<file path="src/core/sfpw_cfg.svh">
`ifndef SFPW_CFG_SVH
`define SFPW_CFG_SVH

// Opcodes
`define SFPW_OP_WRAP      8'h77
`define SFPW_OP_PGM       8'h02
`define SFPW_OP_QPGM      8'h32
`define SFPW_OP_SECT      8'h20
`define SFPW_OP_BLK32     8'h52
`define SFPW_OP_BLK64     8'hd8
`define SFPW_OP_STAT_LO   8'h05
`define SFPW_OP_STAT_HI   8'h35

// Frame layout
`define SFPW_HDR_BYTES    2'h3
`define SFPW_WRAP_DIS_POS 4
`define SFPW_WRAP_LEN_LO  5
`define SFPW_WRAP_LEN_HI  6
`define SFPW_WRAP_RST     3'h1
`define SFPW_WRAP_MASK_RST 6'h07
`define SFPW_PAGE_LAST    8'hff

// Region sizes in bytes
`define SFPW_SECTOR_BYTES 24'h001000
`define SFPW_BLK32_BYTES  24'h008000
`define SFPW_BLK64_BYTES  24'h010000
`define SFPW_MEM_BYTES    24'h080000

// Self-timed cycle lengths
`define SFPW_CLK_MHZ      10
`define SFPW_T_PGM_US     40
`define SFPW_T_ERA_US     500
`define SFPW_PGM_CYC      (`SFPW_T_PGM_US * `SFPW_CLK_MHZ)
`define SFPW_ERA_CYC      (`SFPW_T_ERA_US * `SFPW_CLK_MHZ)

`endif

</file>
<file path="src/core/sfpw_pkg.sv">
package sfpw_pkg;

  typedef enum logic [3:0] {
    D_OPC  = 4'h1,
    D_HDR  = 4'h2,
    D_DATA = 4'h4,
    D_SKIP = 4'h8
  } sfpw_dec_t;

  typedef enum logic [3:0] {
    E_IDLE  = 4'h1,
    E_PGM   = 4'h2,
    E_ERASE = 4'h4,
    E_WAIT  = 4'h8
  } sfpw_exec_t;

  typedef enum logic [1:0] {
    K_SECTOR = 2'h0,
    K_BLK32  = 2'h1,
    K_BLK64  = 2'h2
  } sfpw_erase_t;

endpackage

</file>
<file path="src/core/sfpw_sync.sv">
`timescale 1ns/1ps
`default_nettype none
module sfpw_sync #(
  parameter int           W   = 6,
  parameter logic [W-1:0] RST = '0
) (
  input  wire logic         clk,
  input  wire logic         rst,
  input  wire logic [W-1:0] d,
  output logic      [W-1:0] q
);
  // Two flops per bit; the first stage feeds only the second
  genvar i;
  generate
    for (i = 0; i < W; i++)
    begin : g_bit
      logic meta_r;
      always_ff @(posedge clk or posedge rst)
      begin
        if (rst)
        begin
          meta_r <= RST[i];
          q[i]   <= RST[i];
        end
        else
        begin
          meta_r <= d[i];
          q[i]   <= meta_r;
        end
      end
    end
  endgenerate
endmodule
`default_nettype wire

</file>
<file path="src/core/sfpw_page_buf.sv">
`timescale 1ns/1ps
`default_nettype none
module sfpw_page_buf #(
  parameter int AW = 8
) (
  input  wire logic          clk,
  input  wire logic          rst,
  input  wire logic          clr,
  input  wire logic          we,
  input  wire logic [AW-1:0] waddr,
  input  wire logic [7:0]    wdata,
  input  wire logic [AW-1:0] raddr,
  output logic      [7:0]    rdata,
  output logic               rvalid
);
  logic [7:0]       mem [0:(1<<AW)-1];
  logic [(1<<AW)-1:0] valid_r;

  // Array needs no reset; valid flags say which bytes were loaded
  always_ff @(posedge clk)
  begin
    if (we)
      mem[waddr] <= wdata;
  end

  // A later byte to the same column replaces the earlier one
  always_ff @(posedge clk or posedge rst)
  begin
    if (rst)
      valid_r <= '0;
    else if (clr)
      valid_r <= '0;
    else if (we)
      valid_r[waddr] <= 1'b1;
  end

  // Registered read port
  always_ff @(posedge clk or posedge rst)
  begin
    if (rst)
    begin
      rdata  <= 8'h00;
      rvalid <= 1'b0;
    end
    else
    begin
      rdata  <= mem[raddr];
      rvalid <= valid_r[raddr];
    end
  end
endmodule
`default_nettype wire

</file>
<file path="src/core/sfpw_top.sv">
`timescale 1ns/1ps
`default_nettype none
`include "sfpw_cfg.svh"
module sfpw_top #(
  parameter logic [23:0] MEM_BYTES = `SFPW_MEM_BYTES,
  parameter int          PGM_CYC   = `SFPW_PGM_CYC,
  parameter int          ERA_CYC   = `SFPW_ERA_CYC
) (
  input  wire logic                 CLK_SYS,
  input  wire logic                 SYS_RST,
  input  wire logic                 CS_N,
  input  wire logic                 SCLK,
  input  wire logic [3:0]           IO_IN,
  input  wire logic                 WRITE_ENABLE_LATCH,
  input  wire logic                 QUAD_ENABLE_BIT,
  input  wire logic [4:0]           BLOCK_PROTECT_BITS,
  output logic                      WRITE_IN_PROGRESS_FLAG,
  output logic                      WRITE_ENABLE_CLEAR,
  output logic                      CMD_REJECTED,
  output logic [2:0]                WRAP_SETTING_BITS,
  output logic                      WRAP_ENABLE,
  output logic [5:0]                WRAP_MASK,
  output logic                      MEM_PGM_STB,
  output logic                      MEM_ERASE_STB,
  output sfpw_pkg::sfpw_erase_t     MEM_ERASE_KIND,
  output logic [23:0]               MEM_ADDR,
  output logic [7:0]                MEM_WDATA
);
  import sfpw_pkg::*;

  logic        cs_s;
  logic        sclk_s;
  logic [3:0]  io_s;
  logic        cs_d_r;
  logic        sclk_d_r;
  logic        cs_rise;
  logic        sclk_rise;
  sfpw_dec_t   dec_r;
  sfpw_exec_t  exec_r;
  logic [7:0]  opcode_r;
  logic [7:0]  shift_r;
  logic [7:0]  shift_nxt;
  logic [2:0]  bit_cnt_r;
  logic [3:0]  bit_sum;
  logic        byte_done;
  logic        quad_r;
  logic [1:0]  hdr_cnt_r;
  logic        hdr_done_r;
  logic [1:0]  data_cnt_r;
  logic [23:0] addr_r;
  logic [7:0]  col_r;
  logic        is_pgm;
  logic        is_erase;
  logic        buf_we;
  logic        buf_clr;
  logic [7:0]  buf_rdata;
  logic        buf_rvalid;
  logic [7:0]  rd_idx_r;
  logic [7:0]  rd_idx_d_r;
  logic        pgm_d_r;
  logic [23:0] prot_size;
  logic [23:0] era_size;
  logic [23:0] era_start;
  logic [23:0] era_last;
  logic [23:0] pg_start;
  logic        pgm_hit;
  logic        era_hit;
  logic        at_boundary;
  logic        start_pgm;
  logic        start_era;
  logic        start_wrap;
  logic        busy_reject;
  logic [23:0] exec_addr_r;
  sfpw_erase_t exec_kind_r;
  logic [23:0] timer_r;

  // Pins come from the host's domain; two flops before any use
  sfpw_sync #(.W(6), .RST(6'h20)) u_sync (
    .clk (CLK_SYS),
    .rst (SYS_RST),
    .d   ({CS_N, SCLK, IO_IN}),
    .q   ({cs_s, sclk_s, io_s})
  );

  // Edge finders on the synchronised select and serial clock
  always_ff @(posedge CLK_SYS or posedge SYS_RST)
  begin
    if (SYS_RST)
    begin
      cs_d_r   <= 1'b1;
      sclk_d_r <= 1'b0;
    end
    else
    begin
      cs_d_r   <= cs_s;
      sclk_d_r <= sclk_s;
    end
  end

  assign cs_rise   = cs_s & ~cs_d_r;
  assign sclk_rise = sclk_s & ~sclk_d_r & ~cs_s;

  // MSB first; quad frames take a nibble per edge, IO3 highest
  assign shift_nxt = quad_r ? {shift_r[3:0], io_s} : {shift_r[6:0], io_s[0]};
  assign bit_sum   = {1'b0, bit_cnt_r} + (quad_r ? 4'h4 : 4'h1);
  assign byte_done = sclk_rise & bit_sum[3];
  assign is_pgm    = (opcode_r == `SFPW_OP_PGM) | (opcode_r == `SFPW_OP_QPGM);
  assign is_erase  = (opcode_r == `SFPW_OP_SECT) | (opcode_r == `SFPW_OP_BLK32) |
                     (opcode_r == `SFPW_OP_BLK64);

  // Anything but a status read is turned away while a cycle runs
  assign busy_reject = byte_done & (dec_r == D_OPC) & WRITE_IN_PROGRESS_FLAG &
                       (shift_nxt != `SFPW_OP_STAT_LO) & (shift_nxt != `SFPW_OP_STAT_HI);

  // Command decoder; reset to opcode phase whenever select is high
  always_ff @(posedge CLK_SYS or posedge SYS_RST)
  begin
    if (SYS_RST)
    begin
      dec_r      <= D_OPC;
      opcode_r   <= 8'h00;
      shift_r    <= 8'h00;
      bit_cnt_r  <= 3'h0;
      quad_r     <= 1'b0;
      hdr_cnt_r  <= 2'h0;
      hdr_done_r <= 1'b0;
      data_cnt_r <= 2'h0;
      addr_r     <= 24'h000000;
      col_r      <= 8'h00;
    end
    else if (cs_s)
    begin
      dec_r      <= D_OPC;
      bit_cnt_r  <= 3'h0;
      quad_r     <= 1'b0;
      hdr_cnt_r  <= 2'h0;
      hdr_done_r <= 1'b0;
      data_cnt_r <= 2'h0;
    end
    else if (sclk_rise)
    begin
      shift_r   <= shift_nxt;
      bit_cnt_r <= bit_sum[2:0];
      if (byte_done)
      begin
        case (dec_r)
          D_OPC:
          begin
            opcode_r <= shift_nxt;
            // Quad lines only with quad enable; else a plain single-line program
            quad_r   <= (shift_nxt == `SFPW_OP_QPGM) & QUAD_ENABLE_BIT;
            if (busy_reject)
              dec_r <= D_SKIP;
            else if ((shift_nxt == `SFPW_OP_WRAP) | (shift_nxt == `SFPW_OP_PGM) |
                     (shift_nxt == `SFPW_OP_QPGM) | (shift_nxt == `SFPW_OP_SECT) |
                     (shift_nxt == `SFPW_OP_BLK32) | (shift_nxt == `SFPW_OP_BLK64))
              dec_r <= D_HDR;
            else
              dec_r <= D_SKIP;
          end
          D_HDR:
          begin
            // Address bytes, or the 24 dummy bits of a wrap setup
            addr_r    <= {addr_r[15:0], shift_nxt};
            hdr_cnt_r <= hdr_cnt_r + 2'h1;
            if (hdr_cnt_r == (`SFPW_HDR_BYTES - 2'h1))
            begin
              hdr_done_r <= 1'b1;
              col_r      <= shift_nxt;
              dec_r      <= D_DATA;
            end
          end
          D_DATA:
          begin
            if (data_cnt_r != 2'h3)
              data_cnt_r <= data_cnt_r + 2'h1;
            col_r <= col_r + 8'h01;
          end
          D_SKIP:
            dec_r <= D_SKIP;
          default:
            dec_r <= D_SKIP;
        endcase
      end
    end
  end

  // Page buffer load: column wraps inside the page, later bytes overwrite
  assign buf_clr = byte_done & (dec_r == D_OPC) & ~busy_reject &
                   ((shift_nxt == `SFPW_OP_PGM) | (shift_nxt == `SFPW_OP_QPGM));
  assign buf_we  = byte_done & (dec_r == D_DATA) & is_pgm;

  sfpw_page_buf #(.AW(8)) u_buf (
    .clk    (CLK_SYS),
    .rst    (SYS_RST),
    .clr    (buf_clr),
    .we     (buf_we),
    .waddr  (col_r),
    .wdata  (shift_nxt),
    .raddr  (rd_idx_r),
    .rdata  (buf_rdata),
    .rvalid (buf_rvalid)
  );

  // Protected region: protect bits 2..0 give 4KB << n (nothing for 0), bit 3 picks bottom, bit 4 guards all
  always_comb
  begin
    prot_size = (BLOCK_PROTECT_BITS[2:0] == 3'h0) ? 24'h000000 :
                (`SFPW_SECTOR_BYTES << BLOCK_PROTECT_BITS[2:0]);
    case (opcode_r)
      `SFPW_OP_SECT:  era_size = `SFPW_SECTOR_BYTES;
      `SFPW_OP_BLK32: era_size = `SFPW_BLK32_BYTES;
      default:       era_size = `SFPW_BLK64_BYTES;
    endcase
    era_start = addr_r & ~(era_size - 24'h000001);
    era_last  = era_start + era_size - 24'h000001;
    pg_start  = {addr_r[23:8], 8'h00};
  end

  // Region hit test against the low or high end of the array
  function automatic logic prot_hit(input logic [23:0] lo, input logic [23:0] hi,
                                    input logic [23:0] psz, input logic [4:0] bp);
    logic hit;
    hit = 1'b0;
    if (bp[4])
      hit = 1'b1;
    else if (psz != 24'h000000)
      hit = bp[3] ? (lo < psz) : (hi >= (MEM_BYTES - psz));
    return hit;
  endfunction

  assign pgm_hit = prot_hit(pg_start, pg_start | 24'h0000ff, prot_size, BLOCK_PROTECT_BITS);
  assign era_hit = prot_hit(era_start, era_last, prot_size, BLOCK_PROTECT_BITS);

  // Release must land exactly on a byte edge of a complete frame
  assign at_boundary = (bit_cnt_r == 3'h0) & (dec_r == D_DATA);
  assign start_pgm  = cs_rise & at_boundary & is_pgm & (data_cnt_r != 2'h0) &
                      WRITE_ENABLE_LATCH & ~pgm_hit & ~WRITE_IN_PROGRESS_FLAG;
  assign start_era  = cs_rise & at_boundary & is_erase & hdr_done_r & (data_cnt_r == 2'h0) &
                      WRITE_ENABLE_LATCH & ~era_hit & ~WRITE_IN_PROGRESS_FLAG;
  assign start_wrap = cs_rise & at_boundary & (opcode_r == `SFPW_OP_WRAP) &
                      (data_cnt_r == 2'h1) & ~WRITE_IN_PROGRESS_FLAG;

  // Wrap setting kept for the quad read engine
  always_ff @(posedge CLK_SYS or posedge SYS_RST)
  begin
    if (SYS_RST)
    begin
      WRAP_SETTING_BITS <= `SFPW_WRAP_RST;
      WRAP_ENABLE       <= 1'b0;
      WRAP_MASK         <= `SFPW_WRAP_MASK_RST;
    end
    else if (start_wrap)
    begin
      WRAP_SETTING_BITS <= shift_r[`SFPW_WRAP_LEN_HI:`SFPW_WRAP_DIS_POS];
      WRAP_ENABLE       <= ~shift_r[`SFPW_WRAP_DIS_POS];
      WRAP_MASK         <= 6'((8'h08 << shift_r[`SFPW_WRAP_LEN_HI:`SFPW_WRAP_LEN_LO]) - 8'h01);
    end
  end

  // Reject pulse for any command but a status read that arrives during a busy cycle
  always_ff @(posedge CLK_SYS or posedge SYS_RST)
  begin
    if (SYS_RST)
      CMD_REJECTED <= 1'b0;
    else
      CMD_REJECTED <= busy_reject;
  end

  // Self-timed cycle: stream buffer out for a program, then wait out the cell time
  always_ff @(posedge CLK_SYS or posedge SYS_RST)
  begin
    if (SYS_RST)
    begin
      exec_r                 <= E_IDLE;
      WRITE_IN_PROGRESS_FLAG <= 1'b0;
      WRITE_ENABLE_CLEAR     <= 1'b0;
      exec_addr_r            <= 24'h000000;
      exec_kind_r            <= K_SECTOR;
      timer_r                <= 24'h000000;
      rd_idx_r               <= 8'h00;
    end
    else
    begin
      WRITE_ENABLE_CLEAR <= 1'b0;
      case (exec_r)
        E_IDLE:
        begin
          rd_idx_r <= 8'h00;
          if (start_pgm)
          begin
            WRITE_IN_PROGRESS_FLAG <= 1'b1;
            exec_addr_r            <= pg_start;
            exec_r                 <= E_PGM;
          end
          else if (start_era)
          begin
            WRITE_IN_PROGRESS_FLAG <= 1'b1;
            exec_addr_r            <= era_start;
            exec_kind_r            <= (opcode_r == `SFPW_OP_SECT) ? K_SECTOR :
                                      (opcode_r == `SFPW_OP_BLK32) ? K_BLK32 : K_BLK64;
            exec_r                 <= E_ERASE;
          end
        end
        E_PGM:
        begin
          rd_idx_r <= rd_idx_r + 8'h01;
          if (rd_idx_r == `SFPW_PAGE_LAST)
          begin
            timer_r <= 24'(PGM_CYC);
            exec_r  <= E_WAIT;
          end
        end
        E_ERASE:
        begin
          timer_r <= 24'(ERA_CYC);
          exec_r  <= E_WAIT;
        end
        E_WAIT:
        begin
          timer_r <= timer_r - 24'h000001;
          if (timer_r == 24'h000002)
            WRITE_ENABLE_CLEAR <= 1'b1;
          if (timer_r <= 24'h000001)
          begin
            WRITE_IN_PROGRESS_FLAG <= 1'b0;
            exec_r                 <= E_IDLE;
          end
        end
        default:
          exec_r <= E_IDLE;
      endcase
    end
  end

  // Array strobes, registered after the one-cycle buffer read: two cycles behind the buffer index
  always_ff @(posedge CLK_SYS or posedge SYS_RST)
  begin
    if (SYS_RST)
    begin
      pgm_d_r       <= 1'b0;
      rd_idx_d_r    <= 8'h00;
      MEM_PGM_STB   <= 1'b0;
      MEM_ERASE_STB <= 1'b0;
      MEM_ERASE_KIND <= K_SECTOR;
      MEM_ADDR      <= 24'h000000;
      MEM_WDATA     <= 8'h00;
    end
    else
    begin
      pgm_d_r       <= (exec_r == E_PGM);
      rd_idx_d_r    <= rd_idx_r;
      MEM_PGM_STB   <= pgm_d_r & buf_rvalid;
      MEM_ERASE_STB <= (exec_r == E_ERASE);
      MEM_ERASE_KIND <= exec_kind_r;
      MEM_WDATA     <= buf_rdata;
      MEM_ADDR      <= pgm_d_r ? {exec_addr_r[23:8], rd_idx_d_r} : exec_addr_r;
    end
  end

  property p_busy_start;
    @(posedge CLK_SYS) disable iff (SYS_RST) (start_pgm | start_era) |=> WRITE_IN_PROGRESS_FLAG;
  endproperty
  a_busy_start: assert property (p_busy_start) else $error("busy flag not raised at start");

  property p_busy_hold;
    @(posedge CLK_SYS) disable iff (SYS_RST)
      (exec_r == E_WAIT) && (timer_r > 24'h000001) |=> WRITE_IN_PROGRESS_FLAG;
  endproperty
  a_busy_hold: assert property (p_busy_hold) else $error("busy flag dropped early");

  property p_latch_clr;
    @(posedge CLK_SYS) disable iff (SYS_RST) $fell(WRITE_IN_PROGRESS_FLAG) |-> $past(WRITE_ENABLE_CLEAR);
  endproperty
  a_latch_clr: assert property (p_latch_clr) else $error("latch not cleared before cycle end");

  property p_no_busy_start;
    @(posedge CLK_SYS) disable iff (SYS_RST)
      WRITE_IN_PROGRESS_FLAG |-> !(start_pgm || start_era || start_wrap);
  endproperty
  a_no_busy_start: assert property (p_no_busy_start) else $error("command started while busy");

  property p_prot_pgm;
    @(posedge CLK_SYS) disable iff (SYS_RST) start_pgm |-> !pgm_hit && !BLOCK_PROTECT_BITS[4] && WRITE_ENABLE_LATCH;
  endproperty
  a_prot_pgm: assert property (p_prot_pgm) else $error("program to protected page");

  property p_prot_era;
    @(posedge CLK_SYS) disable iff (SYS_RST) start_era |-> !era_hit && !BLOCK_PROTECT_BITS[4] && (data_cnt_r == 2'h0);
  endproperty
  a_prot_era: assert property (p_prot_era) else $error("erase of protected region");

  property p_boundary;
    @(posedge CLK_SYS) disable iff (SYS_RST)
      (cs_rise && (bit_cnt_r != 3'h0) && !WRITE_IN_PROGRESS_FLAG) |=> (exec_r == E_IDLE) && !MEM_ERASE_STB;
  endproperty
  a_boundary: assert property (p_boundary) else $error("frame cut mid byte executed");

  property p_wrap_load;
    @(posedge CLK_SYS) disable iff (SYS_RST)
      start_wrap |=> (WRAP_ENABLE == !$past(shift_r[4])) && (WRAP_SETTING_BITS == $past(shift_r[6:4]));
  endproperty
  a_wrap_load: assert property (p_wrap_load) else $error("wrap setting not stored");

  property p_page_wrap;
    @(posedge CLK_SYS) disable iff (SYS_RST)
      (buf_we && (col_r == `SFPW_PAGE_LAST)) |=> (col_r == 8'h00) || cs_s;
  endproperty
  a_page_wrap: assert property (p_page_wrap) else $error("column left the page");

  property p_reject;
    @(posedge CLK_SYS) disable iff (SYS_RST) busy_reject |=> CMD_REJECTED ##1 !CMD_REJECTED;
  endproperty
  a_reject: assert property (p_reject) else $error("busy reject not pulsed");

  property p_erase_strobe;
    @(posedge CLK_SYS) disable iff (SYS_RST) start_era |=> ##1 MEM_ERASE_STB;
  endproperty
  a_erase_strobe: assert property (p_erase_strobe) else $error("erase strobe missing");
endmodule
`default_nettype wire

</file>
<file path="config.mk">
export PLATFORM = sky130hd
export DESIGN_NAME = sfpw_top
export DESIGN_NICKNAME = d
export VERILOG_FILES = /design/src/core/sfpw_pkg.sv /design/src/core/sfpw_sync.sv /design/src/core/sfpw_page_buf.sv /design/src/core/sfpw_top.sv
export VERILOG_INCLUDE_DIRS = /design/src /design/src/core
export SDC_FILE = /design/constraint.sdc
export NUM_CORES = 2
export LEC_CHECK = 0
export BUFFER_PORTS_ARGS = -buffer_cell sky130_fd_sc_hd__buf_4
export CAP_MARGIN = 20
export CORE_MARGIN = 8
export CORE_UTILIZATION = 52
export CTS_CLUSTER_DIAMETER = 30
export DETAILED_ROUTE_END_ITERATION = 16
export PLACE_DENSITY = 0.66
export SLEW_MARGIN = 20
export SYNTH_ARGS = -nofsm -noshare
export SYNTH_HDL_FRONTEND = slang
export SYNTH_SLANG_ARGS = --single-unit
export TNS_END_PERCENT = 1
</file>
<file path="constraint.sdc">
create_clock -name CLK_SYS -period 24.9 [get_ports CLK_SYS]
set_clock_uncertainty 0.05 [all_clocks]
set_input_delay 4.98 -clock CLK_SYS [delete_from_list [all_inputs] [get_ports CLK_SYS]]
set_output_delay 4.98 -clock CLK_SYS [all_outputs]
set_load 0.005 [all_outputs]
</file>
### Word level (Yosys, flattened, before mapping)

Memory sizes are Yosys's and may differ from the RTL's. A register that Yosys moved wholly into a read port is not among the register bits.
Cells that the tools add are included.

* memories: 1
* input bits: 15
* ROM bits: 0
* latch bits: 0
* memory bits (writable): 2048
* output and inout bits: 49
* bits in registers: 451

Memories
* u_buf.mem: words 256, bits a word 8, rd ports 1, clocked after memory_dff 1, wr ports 1, line sfpw_page_buf.sv:16 `logic [7:0] mem [0:(1<<AW)-1];`

* multipliers: 0
* bitwise gates (word level): 51
* multiplexer cells: 66
* add/subtract/negate cells: 11
* reductions and logical operators: 33
* divide/modulo/power cells: 0
* shift operators: 2
* equal/unequal tests: 32
* $lt $le $gt $ge: 8

Operators by type and width (number)
* $mux 256: 2
* $or 256x256->256: 1
* $mux 24: 4
* $pmux 24 s3: 1
* $sub 24x1->24 const B: 3
* $ge 24x24->1: 2
* $lt 24x24->1: 2
* $mux 4: 10
* $pmux 17 s2: 1
* $eq 8x6->1 const B: 4
* $eq 8x7->1 const B: 4
* $pmux 8 s2: 2
* $and 1x1->1: 30
* $reduce_bool 2->1: 13
* $add 24x24->24: 1
* $and 24x24->24: 1
* $eq 24x2->1 const B: 1
* $eq 8x8->1 const B: 3
* $le 24x1->1 const B: 1
* $mux 1: 24
* $mux 8: 3
* $not 24->24: 1
* $reduce_bool 24->1: 1
* $shl 13x3->24 const A: 1
* other kinds (38): 87

### Depth between registers and ports, before layout

* depth after elaboration: 17
* gate-level depth with buffers: 23
* mapped depth without buffers: 22

### Cells and area by module

From an unflattened synthesis, not the netlist that was laid out.

* cell total of the unflattened synthesis: 5527
* area, all modules: 99151.3 µm²

By module, submodules not included
* sfpw_page_buf: instances 1, cells an instance 4679, seq. area each 68130.3 µm², area an instance 90265.3 µm²
* sfpw_top: instances 1, cells an instance 835, seq. area each 4284.1 µm², area an instance 8579.5 µm²
* sfpw_sync: instances 1, cells an instance 13, seq. area each 302.8 µm², area an instance 306.5 µm²

### Worst setup path after synthesis

OpenSTA, ideal clock, no wires.

* path type: input to register
* start point: in BLOCK_PROTECT_BITS[1]
* end point: reg exec_addr_r[23]
* stages on the path: 13
* arrival: 8292 ps
* data required time: 24725 ps
* setup slack: 16433 ps
* library setup time: 125 ps
* cells stage by stage: clkbuf_1 -> or3b_2 -> ha_1 -> o21ai_0 -> ha_1 -> a21o_1 -> a211o_1 -> o21ai_0 -> a31oi_1 -> a2111oi_1 -> a21oi_2 -> buf_6 -> mux2_4

* longest elaborated chain between the ends: 12

Ends and longest elaborated chain
* start: declaration: line sfpw_top.sv:16 `input wire logic [4:0] BLOCK_PROTECT_BITS,`
* $shl 13x3->24 (no source line) / $logic_not 3->1 (equally long branches)
* $mux 24 *: line sfpw_top.sv:208 `prot_size = (BLOCK_PROTECT_BITS[2:0] == 3'h0) ? 24'h000000 :`
* $sub 20x24->24: line sfpw_top.sv:228 `hit = bp[3] ? (lo < psz) : (hi >= (MEM_BYTES - psz));`
* $ge 24x24->1: line sfpw_top.sv:228
* $mux 1: line sfpw_top.sv:228
* $mux 1: line sfpw_top.sv:227 `else if (psz != 24'h000000)`
* $mux 1: line sfpw_top.sv:225 `if (bp[4])`
* $not 1->1 (on tied branches): line sfpw_top.sv:238, sfpw_top.sv:240
* $and 1x1->1 (on tied branches) (2 in series): line sfpw_top.sv:238, sfpw_top.sv:240
* $reduce_bool 2->1 (no source line)
* $reduce_and 2->1 (no source line)
* end signal: assignment: line sfpw_top.sv:293 `exec_addr_r <= pg_start;`
* end signal: assignment: line sfpw_top.sv:299 `exec_addr_r <= era_start;`
* end: declaration: line sfpw_top.sv:73 `logic [23:0] exec_addr_r;`

Every way passes the cells marked *; elsewhere a longest branch is shown, timed or not.
A chain may end at the register's enable or synchronous reset.

### Final worst setup path

* start point: in BLOCK_PROTECT_BITS[1]
* end point: reg exec_addr_r[19]

The elaborated chain is that of the path after synthesis.

==> implementation parameters <==
Parameter                              Value

Logic synthesis
  Total number of yosys warnings ... 0
  Post-Syn Instances ... about 5000
  Mean Syn Cell Area ... 19.7 sq um
  Dominant cell type by area after synthesis ... sky130_fd_sc_hd__edfxtp_1
  Post-synthesis register bit count ... 2496
  Count of different cell masters after synthesis ... 86
  Largest cells by area after synthesis ... sky130_fd_sc_hd__edfxtp_1, sky130_fd_sc_hd__mux4_2, sky130_fd_sc_hd__dfrtp_1, sky130_fd_sc_hd__o21a_1, sky130_fd_sc_hd__mux2i_1
  FFs w/ async S/R, synth ... 17.9%
  Number of enable flip-flop cells after synthesis ... ~2000
  Post-synthesis instance area ... 0.0986 sq mm
  Fraction of synthesized cell area taken by the top area cell type ... 62.4%
  Top_reg_cell synth ... sky130_fd_sc_hd__edfxtp_1
  Sequential fraction of the synthesis area ... 73.8%

Power
  Proportion of total power due to net switching ... 21.0%
  Maximum vdd ir drop ... 96.1 uV
  Cell Int Power ... 9.07 mW
  P per Cell Area ... around 97 mW/mm^2
  Overall power ... 11.5 mW
  Combinational cell fraction of total power ... 2.9%
  Power share of the clock group ... 55.7%
  Relative contribution of sequential cells to total power ... 41.4%
  Static leakage ... 39.5 nW
  Power dissipated by switching net loads ... around 2.4 mW

Final layout
  Synthesis-to-layout area growth ... 19.7%
  Top library cells by usage in the layout, fill and taps aside ... sky130_fd_sc_hd__edfxtp_1, sky130_fd_sc_hd__mux4_2, sky130_fd_sc_hd__clkbuf_16, sky130_fd_sc_hd__dfrtp_1, sky130_fd_sc_hd__nor2_1
  Fraction of layout instances using a drive strength above 1 ... 28.7%
  Commonest non-fill, non-tap cell in the layout ... sky130_fd_sc_hd__edfxtp_1
  Final cell count without fillers ... 8240
  Final #Nets ... 5405
  Layout fillers ... about 13000

Global routing
  Wire length of the first global-routing pass ... ~350000 um
  Sum of overflow across all layers after global routing ... 0
  Maximum number of pins on one net before global-route repair ... between 200 and 250
  Global router's overall resource usage ... 22.9%
  Initial antenna violation count ... 8
  Vias in the first global route ... 51900

Run
  Number of max-cap violations ... 0

Drt
  Total iterations of the first detailed-routing run ... 5
  Wire length reported by the detailed router ... 235000 um
  Routed via count divided by cell count ... between 6 and 7
  Vias ... slightly above 50000
  Number of routed nets with antenna violations ... 0
  Number of DRC violations after detailed routing ... 0
  DR iter-0 viols ... 5304
  Average wire per cell in the routed design ... 28.6 um

Timing
  Fmax ... 121 MHz
  Share of the cycle needed by the critical path after routing ... around a third
  Setup repair after global routing missed its margin ... no
  Transition time at the pin with the least slew margin ... 1.23 ns
  Minimum setup slack in the final design ... ~17 ns
  Shortest period the worst path allows ... 8.26 ns
  Final total negative setup slack ... 0 ns
  Worst slew margin relative to its limit ... 18.2%
  Hold Fails Final Rpt ... 0
  Max Slew Vio Count ... 0
  Final count of negative-setup-slack endpoints ... 0

Worst setup path
  Critical path startpoint category ... primary input
  Worst endpoint data arrival time ... ~9 ns
  Type of the setup path with the least slack ... primary input to flip-flop
  Required arrival time at the worst endpoint ... 25.65 ns
  Count of cells along the worst register-to-register path ... 21
  Critical register-to-register path endpoint ... exec_addr_r[19]
  Critical Path End Type ... flip-flop
  Register-to-register setup slack ... ~19 ns
  Start point of the critical path ... BLOCK_PROTECT_BITS[1]
  Start of the worst register-to-register path ... opcode_r[0]
  Endpoint of the worst setup timing path ... exec_addr_r[19]
  Highest fanout seen on the critical path ... 17

Floorplan
  Horizontal die dimension ... 451 um
  Total die area ... 0.204 sq mm
  Die Span Y ... 451 um
  Placeable core region ... between 0.15 and 0.2 sq mm
  Starting density of the core ... 52.1%
  Standard-cell row count ... 160
  I/O Pins ... 64

Clock network
  Gates resized, CTS repair ... 0
  Clock net sink count ... 2496
  Bufs on Longest Clock Path ... 4
  Total clock buffers created by CTS ... 476
  Clock tree root driver cell ... sky130_fd_sc_hd__clkbuf_16
  Clk Latency, worst-skew pair ... around 0.98 ns
  Level count of the clock H-tree ... 5
  Clock transition at the register clock pins on the worst setup and hold paths after CTS ... 0.04 ns
  TritonCTS clock tree ... done
  Number of buffers inserted by post-CTS setup repair ... 0
  Hold-fix buffers at CTS ... 0

Outcome
  Result of the run ... completed

Worst hold path
  Type of the most critical hold path ... flip-flop to flip-flop

Placement
  Placed cell count ... 7356
  IO Port Bufs ... 60
  Setup slack at placement ... 15.70 ns
  DP Wirelength ... 132000 um
  Final GP Congestion ... about 0.81
worst min path at each step:
stage / startpoint / to / slack [ns] / cells past startpoint
2_1_floorplan: u_buf.rdata[0] / MEM_WDATA[0] / 0.28 / 0
3_3_place_gp: u_sync.g_bit[4].meta_r / u_sync.q[4] / 0.29 / 0
3_5_place_dp: u_sync.g_bit[4].meta_r / u_sync.q[4] / 0.29 / 0
4_1_cts: u_sync.g_bit[0].meta_r / u_sync.q[0] / 0.31 / 0
5_1_grt: u_sync.g_bit[0].meta_r / u_sync.q[0] / 0.32 / 0
6_report: u_sync.g_bit[0].meta_r / u_sync.q[0] / 0.31 / 0
routing by layer:
layer	part of all wire, %	track usage, %	vias up
met5	0.015	0	-
met4	3.0	7.24	6
met3	7.4	4.89	408
met2	48	36.1	2019
met1	41	32.6	27000
li1	-	-	21200
cells in the mapped netlist, drive strengths merged, types with 44 or more instances:
cell,count
edfxtp,2048
mux4,621
dfrtp,442
nor2,352
o21a,259
clkbuf,156
mux2i,141
buf,132
nand2,96
a21oi,88
o21ai,77
ha,64
o22ai,57
inv,46
mux2,44
logic make-up (layout without fill, tap and decap cells):
group                    count (synthesis)  after routing  share of synthesized area [%]
AND/OR/NAND/NOR                        635            635                           3.03
XOR/XNOR                                22             22                          0.195
adder cells (fa/ha/maj)                 65             65                          0.833
buffers and inverters                  335           1060                           1.53
AO/OA/AOI/OAI                          637            637                           4.49
flip-flops                            2496           2496                           73.8
multiplexers                           806            806                           16.1
other                                    1              8                        0.00380
power by group through the flow:
stage	sequential (mW)	clock [mW]	combinational, mW
6_report	4.75	6.39	0.330
5_1_grt	4.75	6.67	0.359
2_1_floorplan	4.86	0	0.160
3_5_place_dp	4.82	0	0.332
4_1_cts	4.75	6.46	0.333
3_3_place_gp	4.82	0	0.314
per-stage QoR:
step	instance area (sq um)	utilization, %	hold slack, ns
after floorplan	98600	-	0.281
after global placement	102000	53.7	0.289
after detailed placement	102000	53.7	0.291
after CTS	118000	62.3	0.315
after global routing	118000	62.3	0.318
final	118000	62.3	0.306
flip-flops by register name, indices dropped and copies added, names as in the netlist, 3 cells and up:
register and flops:
MEM_ADDR 24, MEM_WDATA 8, WRAP_MASK 3, WRAP_SETTING_BITS 3, addr_r 24, bit_cnt_r 3
col_r 8, dec_r 4, exec_addr_r 16, exec_r 4, opcode_r 8, rd_idx_d_r 8
rd_idx_r 8, shift_r 7, timer_r 24, u_buf.mem 2048, u_buf.rdata 8, u_buf.valid_r 256
u_sync.g_bit.meta_r 6, u_sync.q 6
final cells by class:
type	count	area, sq um	area share, %
timing repair buffer	133	1110	0.943
antenna	2	5.00	0.00424
multi-input combinational	2171	24400	20.7
clock buffer	559	12600	10.7
sequential	2496	72700	61.7
inverter	47	241	0.205
tap	2511	3140	2.66
clock inverter	321	3660	3.10
worst max-delay path: stages:
cell and delay (ns):
sky130_fd_sc_hd__buf_4 0.14, sky130_fd_sc_hd__or3b_2 0.54, sky130_fd_sc_hd__ha_1 0.31, sky130_fd_sc_hd__or2_2 0.35, sky130_fd_sc_hd__and2_1 0.17, sky130_fd_sc_hd__ha_1 0.30, sky130_fd_sc_hd__a21o_1 0.11, sky130_fd_sc_hd__a221oi_1 0.06
sky130_fd_sc_hd__a211oi_1 0.73, sky130_fd_sc_hd__nor3_4 0.12, sky130_fd_sc_hd__a21oi_2 0.80, sky130_fd_sc_hd__mux2_1 0.39
Power figures use the tool's default switching activity.
